===== config.mk =====
export PLATFORM = sky130hd
export DESIGN_NAME = wdg_top
export DESIGN_NICKNAME = d
export VERILOG_FILES = /design/src/wdg_pkg.sv /design/src/wdg_prescaler.sv /design/src/wdg_pulse.sv /design/src/wdg_top.sv
export VERILOG_INCLUDE_DIRS = /design/src
export SDC_FILE = /design/constraint.sdc
export NUM_CORES = 1
export LEC_CHECK = 0
export BUFFER_PORTS_ARGS = -buffer_cell sky130_fd_sc_hd__buf_2
export CORE_ASPECT_RATIO = 1.2
export CORE_MARGIN = 1.5
export CORE_UTILIZATION = 23
export CTS_CLUSTER_SIZE = 30
export DETAILED_ROUTE_END_ITERATION = 10
export HOLD_SLACK_MARGIN = 0.02
export PLACE_DENSITY = 0.51
export SLEW_MARGIN = 20
export SYNTH_ARGS = -nofsm -noshare
export SYNTH_HDL_FRONTEND = slang
export SYNTH_HIERARCHICAL = 1
export SYNTH_SLANG_ARGS = --single-unit

===== constraint.sdc =====
create_clock -name clk -period 2.5 [get_ports clk]
set_input_delay 0.375 -clock clk [delete_from_list [all_inputs] [get_ports clk]]
set_output_delay 0.375 -clock clk [all_outputs]
set_load 0.02 [all_outputs]

===== src/wdg_params.svh =====
`ifndef WDG_PARAMS_SVH
`define WDG_PARAMS_SVH

// register map, byte addresses on the avalon slave
`define WDG_ADDR_W          8
`define WDG_CTRL_OFS        8'h24
`define WDG_STAT_OFS        8'h28

// control register layout
`define WDG_ACT_BIT         7
`define WDG_TOP_BIT         6
`define WDG_CNT_W           7
`define WDG_CTRL_RST        8'h7f

// status register layout
`define WDG_STAT_ACT_BIT    0
`define WDG_STAT_PULSE_BIT  1
`define WDG_STAT_PIN_BIT    2
`define WDG_STAT_HWOPT_BIT  3
`define WDG_STAT_HALTOPT_BIT 4

// prescaler: 16384 oscillator cycles per decrement
`define WDG_PRESC_DIV       16384
`define WDG_PRESC_W         14
`define WDG_PHASE_SHIFT     6
`define WDG_PHASE_TB0       8'h3b
`define WDG_PHASE_TB1       8'h35
`define WDG_PHASE_TB2       8'h23
`define WDG_PHASE_TB3       8'h36

// reset pulse timing
`define WDG_CLK_MHZ         50
`define WDG_RST_PULSE_NS    500
`define WDG_RST_PULSE_CYC   ((`WDG_RST_PULSE_NS * `WDG_CLK_MHZ) / 1000)

`endif


===== src/wdg_pkg.sv =====
package wdg_pkg;
   typedef enum logic [1:0] {
      WDG_BUS_IDLE,
      WDG_BUS_ACK
   } wdg_bus_state_t;

   typedef logic [1:0] wdg_timebase_t;
endpackage


===== src/wdg_prescaler.sv =====
`timescale 1ns/1ps
`include "wdg_params.svh"

module wdg_prescaler #(
   parameter int PRESC_W = `WDG_PRESC_W
) (
   input  wire logic                  clk,
   input  wire logic                  rst,
   input  wire wdg_pkg::wdg_timebase_t timebase_select,
   output logic                       tick
);
   import wdg_pkg::*;

   logic [PRESC_W-1:0] presc_reg;
   logic [PRESC_W-1:0] presc_next;
   logic [PRESC_W-1:0] phase;
   logic [7:0]         phase_sel;
   logic               tick_reg;
   logic               tick_next;

   // free running; never restarted by software, so refresh timing jitters by one period
   always_comb begin
      case (timebase_select)
         2'h0:    phase_sel = `WDG_PHASE_TB0;
         2'h1:    phase_sel = `WDG_PHASE_TB1;
         2'h2:    phase_sel = `WDG_PHASE_TB2;
         default: phase_sel = `WDG_PHASE_TB3;
      endcase
      phase      = PRESC_W'({6'h0, phase_sel} << `WDG_PHASE_SHIFT); // [RULE_16]
      presc_next = presc_reg + PRESC_W'(1); // [RULE_01]
      tick_next  = (presc_reg == phase); // [RULE_15]
   end

   always_ff @(posedge clk or posedge rst) begin
      if (rst) begin
         presc_reg <= '0;
         tick_reg  <= 1'b0;
      end else begin
         presc_reg <= presc_next;
         tick_reg  <= tick_next;
      end
   end

   assign tick = tick_reg;
endmodule


===== src/wdg_pulse.sv =====
`timescale 1ns/1ps
`include "wdg_params.svh"

module wdg_pulse #(
   parameter int LEN = `WDG_RST_PULSE_CYC
) (
   input  wire logic clk,
   input  wire logic rst,
   input  wire logic start,
   output logic      busy
);
   import wdg_pkg::*;

   localparam int CW = $clog2(LEN + 1);

   logic [CW-1:0] cnt_reg;
   logic [CW-1:0] cnt_next;

   // retrigger restarts the full length
   always_comb begin
      cnt_next = cnt_reg;
      if (start) begin
         cnt_next = CW'(LEN); // [RULE_04]
      end else if (cnt_reg != '0) begin
         cnt_next = cnt_reg - CW'(1);
      end
   end

   always_ff @(posedge clk or posedge rst) begin
      if (rst) begin
         cnt_reg <= '0;
      end else begin
         cnt_reg <= cnt_next;
      end
   end

   assign busy = (cnt_reg != '0);
endmodule


===== src/wdg_top.sv =====
// Functional notes
// [RULE_01] counter decrements every 16384 clock cycles
// [RULE_02] counter always runs, even when not armed
// [RULE_03] armed and 40h to 3Fh starts reset
// [RULE_04] reset pin held low about 500 ns
// [RULE_05] low six bits give 64-step timeout
// [RULE_06] software refreshes before top bit clears
// [RULE_07] software writes values between FFh and C0h
// [RULE_08] writes keep top bit set, else reset
// [RULE_09] any reset leaves watchdog disarmed
// [RULE_10] software cannot disarm; only reset clears
// [RULE_11] arm with top bit clear resets at once
// [RULE_12] halt while armed causes system reset
// [RULE_13] option strap forces permanent hardware watchdog
// [RULE_14] option strap selects halt reset behaviour
// [RULE_15] control write never resynchronises prescaler
// [RULE_16] prescaler phase follows timebase selection
// [RULE_17] bit 7 arm, bits 6:0 counter, reset 7Fh
// [RULE_18] write loads counter; read shows arm and count
//
// Chosen here: the Avalon-MM slave port and the placing of the registers.
`timescale 1ns/1ps
`include "wdg_params.svh"

module wdg_top #(
   parameter int PULSE_LEN = `WDG_RST_PULSE_CYC
) (
   input  wire logic                    clk,
   input  wire logic                    rst,
   input  wire logic [`WDG_ADDR_W-1:0]  avs_address,
   input  wire logic                    avs_read,
   input  wire logic                    avs_write,
   input  wire logic [31:0]             avs_writedata,
   input  wire logic [3:0]              avs_byteenable,
   output logic      [31:0]             avs_readdata,
   output logic                         avs_waitrequest,
   input  wire wdg_pkg::wdg_timebase_t  timebase_select,
   input  wire logic                    hw_watchdog_opt,
   input  wire logic                    halt_reset_opt,
   input  wire logic                    halt_req,
   output logic                         halt_enter,
   input  wire logic                    reset_pin_i,
   output logic                         reset_pin_o,
   output logic                         reset_pin_oe_n
);
   import wdg_pkg::*;

   // option straps and the reset pin come from outside the clock domain
   logic [2:0] sync1_reg;
   logic [2:0] sync2_reg;
   logic       hw_opt;
   logic       halt_opt;
   logic       pin_level;

   always_ff @(posedge clk or posedge rst) begin
      if (rst) begin
         sync1_reg <= 3'h0;
         sync2_reg <= 3'h0;
      end else begin
         sync1_reg <= {reset_pin_i, halt_reset_opt, hw_watchdog_opt};
         sync2_reg <= sync1_reg;
      end
   end

   assign hw_opt    = sync2_reg[0];
   assign halt_opt  = sync2_reg[1];
   assign pin_level = sync2_reg[2];

   // prescaler
   logic tick;

   wdg_prescaler #(
      .PRESC_W (`WDG_PRESC_W)
   ) u_presc (
      .clk             (clk),
      .rst             (rst),
      .timebase_select (timebase_select),
      .tick            (tick)
   );

   // avalon slave: one wait cycle, answer on the second edge
   wdg_bus_state_t bus_state_reg;
   wdg_bus_state_t bus_state_next;
   logic           req;
   logic           take;
   logic           ctrl_hit;
   logic           stat_hit;
   logic           ctrl_wr;
   logic [31:0]    rdata_reg;
   logic [31:0]    rdata_next;

   assign req      = avs_read | avs_write;
   assign take     = req && (bus_state_reg == WDG_BUS_ACK);
   assign ctrl_hit = (avs_address == `WDG_CTRL_OFS);
   assign stat_hit = (avs_address == `WDG_STAT_OFS);
   assign ctrl_wr  = take && avs_write && ctrl_hit && avs_byteenable[0];

   assign avs_waitrequest = req && (bus_state_reg != WDG_BUS_ACK);

   // watchdog core state
   logic [`WDG_CNT_W-1:0] cnt_reg;
   logic [`WDG_CNT_W-1:0] cnt_next;
   logic                  act_reg;
   logic                  act_next;
   logic                  armed_next;
   logic                  fire;
   logic                  halt_enter_reg;
   logic                  halt_enter_next;
   logic                  halt_fire;
   logic                  pulse_busy;
   logic [7:0]            wbyte;

   assign wbyte = avs_writedata[7:0];

   always_comb begin
      cnt_next        = cnt_reg;
      act_next        = act_reg;
      halt_enter_next = 1'b0;
      halt_fire       = 1'b0;
      if (ctrl_wr) begin
         cnt_next = wbyte[`WDG_CNT_W-1:0]; // [RULE_18]
         act_next = act_reg | wbyte[`WDG_ACT_BIT]; // [RULE_10] [RULE_17]
      end else if (tick) begin
         cnt_next = cnt_reg - `WDG_CNT_W'(1); // [RULE_01] [RULE_02] [RULE_05]
      end
      armed_next = act_next | hw_opt; // [RULE_13]
      if (halt_req) begin
         if ((act_reg | hw_opt) && halt_opt) begin
            halt_fire = 1'b1; // [RULE_12] [RULE_14]
         end else begin
            halt_enter_next = 1'b1;
         end
      end
      fire = (armed_next && cnt_reg[`WDG_TOP_BIT] && !cnt_next[`WDG_TOP_BIT]) // [RULE_03]
           || (ctrl_wr && armed_next && !wbyte[`WDG_TOP_BIT]) // [RULE_08] [RULE_11]
           || halt_fire;
   end

   always_ff @(posedge clk or posedge rst) begin
      if (rst) begin
         cnt_reg        <= `WDG_CNT_W'(`WDG_CTRL_RST); // [RULE_17]
         act_reg        <= 1'b0; // [RULE_09]
         halt_enter_reg <= 1'b0;
      end else begin
         cnt_reg        <= cnt_next;
         act_reg        <= act_next;
         halt_enter_reg <= halt_enter_next;
      end
   end

   assign halt_enter = halt_enter_reg;

   // reset pulse on the open-drain pin; the system reset that follows clears us
   wdg_pulse #(
      .LEN (PULSE_LEN)
   ) u_pulse (
      .clk   (clk),
      .rst   (rst),
      .start (fire),
      .busy  (pulse_busy)
   );

   assign reset_pin_o    = 1'b0;
   assign reset_pin_oe_n = ~pulse_busy; // [RULE_04]

   // bus state and read data
   always_comb begin
      bus_state_next = bus_state_reg;
      rdata_next     = rdata_reg;
      case (bus_state_reg)
         WDG_BUS_IDLE: begin
            if (req) begin
               bus_state_next = WDG_BUS_ACK;
               rdata_next     = 32'h0;
               if (avs_read && ctrl_hit) begin
                  rdata_next[7:0] = {act_reg, cnt_reg}; // [RULE_18]
               end else if (avs_read && stat_hit) begin
                  rdata_next[`WDG_STAT_ACT_BIT]     = act_reg | hw_opt;
                  rdata_next[`WDG_STAT_PULSE_BIT]   = pulse_busy;
                  rdata_next[`WDG_STAT_PIN_BIT]     = pin_level;
                  rdata_next[`WDG_STAT_HWOPT_BIT]   = hw_opt;
                  rdata_next[`WDG_STAT_HALTOPT_BIT] = halt_opt;
               end
            end
         end
         WDG_BUS_ACK: begin
            bus_state_next = WDG_BUS_IDLE;
         end
         default: begin
            bus_state_next = WDG_BUS_IDLE;
         end
      endcase
   end

   always_ff @(posedge clk or posedge rst) begin
      if (rst) begin
         bus_state_reg <= WDG_BUS_IDLE;
         rdata_reg     <= 32'h0;
      end else begin
         bus_state_reg <= bus_state_next;
         rdata_reg     <= rdata_next;
      end
   end

   assign avs_readdata = rdata_reg;
endmodule


==> flow_summary.json <==
{
  "ctsHtreeMaxLevel": 2,
  "drtIter0Drc": 29,
  "cts_root_buf": "clkbuf_16",
  "grt.overflow.total": 0,
  "drcViolationCount": 0,
  "via_per_inst": 4.06,
  "drtPass1Iterations": 4,
  "finalMaxSlewViolations": 0,
  "crit_path_frequent_cell": "inv_1",
  "setup_ws_ns": 0.390,
  "register_area_sq_um": 1110,
  "crit_buf_inv": 3,
  "grt_pass1_wl_microns": 7510,
  "clock_latency_ns": 0.28,
  "seq_area_frac_synth_pct": 47.1,
  "hold_viol_final": 0,
  "ir_drop_mv": 0.283,
  "multi_input_area_sq_um": 1060,
  "cp-start-kind": "flop",
  "ys_async_sr_fraction_pct": 100,
  "place.gp.congestion": 0.763,
  "status": "complete, no violations",
  "intPower_w": 0.00128,
  "power_leakage_nw": 1.26,
  "synth_cell_type_count": 49,
  "mappedNetlistArea_sq_um": 2350,
  "synth_seq_cells": 44,
  "die_height_microns": 114,
  "grtUsageTotal_pct": 8.90,
  "hpwl_microns": 3450,
  "period_share_pct": 84.4,
  "avgSynthCellArea_sq_um": 10.6,
  "final.setup_skew_ns": 0.00636,
  "die-width_microns": 95.4,
  "nFillCells": 1097,
  "cts_tree": "built",
  "finalSetupTns_ns": 0,
  "synth_top_area_share_pct": 39.3,
  "max_cap_violations": 0,
  "worst_slew_pin_slew_ns": 0.748,
  "yosysTopAreaCell": "dfrtp_1",
  "wl_per_cell_microns": 11.5,
  "yosysWarnings": 6,
  "area_growth_pct": 16.4,
  "drive_gt1_share_pct": 26.8,
  "powerDensity_nw_per_um2": 629,
  "cts.reportedPaths.clkPinSlew_ns": 0.06,
  "pre_cts_slack_ns": 0.522,
  "crit_path_max_fanout": 6,
  "endpoint_kind": "output port",
  "diodes": 0,
  "hp-class": "in2reg",
  "num_vias": 1586,
  "cp_slowest_cell": "or4b_4",
  "yosysMostFrequentCell": "dfrtp_1",
  "synth_top_flop_cell": "dfrtp_1",
  "whs_ns": 0.231,
  "fin_crit_ns": 2.11,
  "final_util_pct": 27.4,
  "setup_violations": 0,
  "finalPower_w": 0.00172,
  "switching_share_pct": 25.9,
  "synth_cells": 223,
  "cts_buffers": 5,
  "synth.area.top_cells": "dfrtp_1 (39%), buf_4 (8.0%), dfstp_2 (7.8%)",
  "cts_buffer_depth": 2,
  "antenna_found_initial": 0,
  "final_nets": 322,
  "clock_power_share_pct": 37.9,
  "ctsResizeCount": 0,
  "combPwrFrac_pct": 15.3,
  "largest_register_ffs": 14,
  "core_area_sq_um": 10000,
  "cp_slowest_stage_delay_ns": 0.54,
  "boundaryPins": 90,
  "clock_sinks": 44,
  "p_sw_w": 0.000447,
  "grt_pass1_vias": 1573,
  "synth_common_cells": "dfrtp_1 (37), buf_4 (25), nand2_1 (18), inv_1 (14), nor2_1 (14)",
  "std_cell_rows": 40,
  "worst_path_dominant_cell_family": "simple AND/OR/NAND/NOR gates",
  "start_util_pct": 23.5,
  "p_seq_share_pct": 46.8,
  "required_ns": 2.12,
  "port_buffers": 37,
  "ant_nets": 0,
  "crit_chain": "inv_1 -> ha_1 -> or4b_4 -> inv_1 -> buf_2",
  "worst-setup-path-type": "reg2out",
  "rsz0062_at_grt": "no",
  "grt_max_degree": 21,
  "drt-total-wl_microns": 4490,
  "dieArea_sq_um": 10900,
  "critPathArrivalTime_ns": 1.74,
  "synth-edff-count": 0,
  "fmax_ghz": 0.474,
  "slew-limit-headroom_pct": 50.1
}
-- final timing paths --
kind | from | to | slack (ns) | cells past startpoint
setup / recovery | u_pulse/cnt_reg[0] | reset_pin_oe_n | 0.39 | 5
hold / removal | hw_watchdog_opt | sync1_reg[0] | 0.23 | 1
setup reg to reg | cnt_reg[0] | u_pulse/cnt_reg[3] | 0.58 | 7
hold reg to reg | sync1_reg[1] | sync2_reg[1] | 0.35 | 0
max in group asynchronous | rst | cnt_reg[5] | 1.04 | 4
min in group asynchronous | rst | u_pulse/cnt_reg[1] | 0.57 | 3
-- logic make-up after synthesis --
family | synth area share [%]
simple gates | 22.1
fa+ha+maj | 2.13
buf+inv | 11.6
flops | 47.1
other cells | 0.159
compound gates | 9.35
xor+xnor | 7.07
mux | 0.478
-- layout by cell type, fill, tap and decap left out, types with 2 or more instances in the layout --
cell       netlist  final
dfrtp_1         37     37
buf_2            0     37
conb_1           1     25
nand2_1         18     18
nor2_1          14     14
inv_1           14     14
xnor2_1         11     11
a21oi_1          9      9
xor2_1           8      8
dfstp_2          7      7
nand3_1          5      5
a22oi_1          5      5
o31ai_1          5      5
nor3_1           5      5
clkbuf_16        0      5
nor2b_1          4      4
ha_1             4      4
or2_2            3      3
nand4_1          3      3
o21ai_0          3      3
or4b_4           3      3
and4b_1          2      2
nand4_4          2      2
buf_4           25      2
and3_1           2      2
o211ai_1         2      2
nand2b_1         2      2
a21o_1           2      2
nor4b_1          2      2
-- metrics by stage --
stage / instances / cell area (sq um)
after floorplan: 247 / 2440
after global placement: 382 / 2580
after detailed placement: 382 / 2580
after CTS: 391 / 2740
after global routing: 391 / 2740
final: 391 / 2740
-- power by group through the flow --
stage	Combinational, W	Clock, W	Sequential (W)
3_5_place_dp	0.000264	0	0.000820
4_1_cts	0.000265	0.000680	0.000807
6_report	0.000264	0.000653	0.000808
5_1_grt	0.000299	0.000707	0.000813
3_3_place_gp	0.000257	0	0.000816
2_1_floorplan	0.000237	0	0.000810
-- routing by layer --
metal / global-route usage, % / routed length [microns] / up-vias / part of all wire [%]
li1: - / - / 789 / -
met1: 11.6 / 2030 / 749 / 45
met2: 14.2 / 2130 / 46 / 47
met3: 2.00 / 285 / 2 / 6.4
met4: 3.28 / 38 / 0 / 0.85
met5: 0 / 0 / - / 0
-- area by class of cell --
| type | instances | area share, % |
|---|---|---|
| timing repair buffer | 40 | 7.67 |
| multi-input combinational | 159 | 38.7 |
| inverter | 14 | 1.92 |
| clock buffer | 7 | 5.20 |
| clock inverter | 1 | 0.274 |
| tap | 126 | 5.75 |
| sequential | 44 | 40.5 |
-- timing repair --
action                                  4_1_cts  5_1_grt
endpoints found under the setup margin        0        0
setup buffers                                 0        0
hold buffers                                  1        0
hold endpoints to repair                      5        0
(Power assumes the default switching activity.)
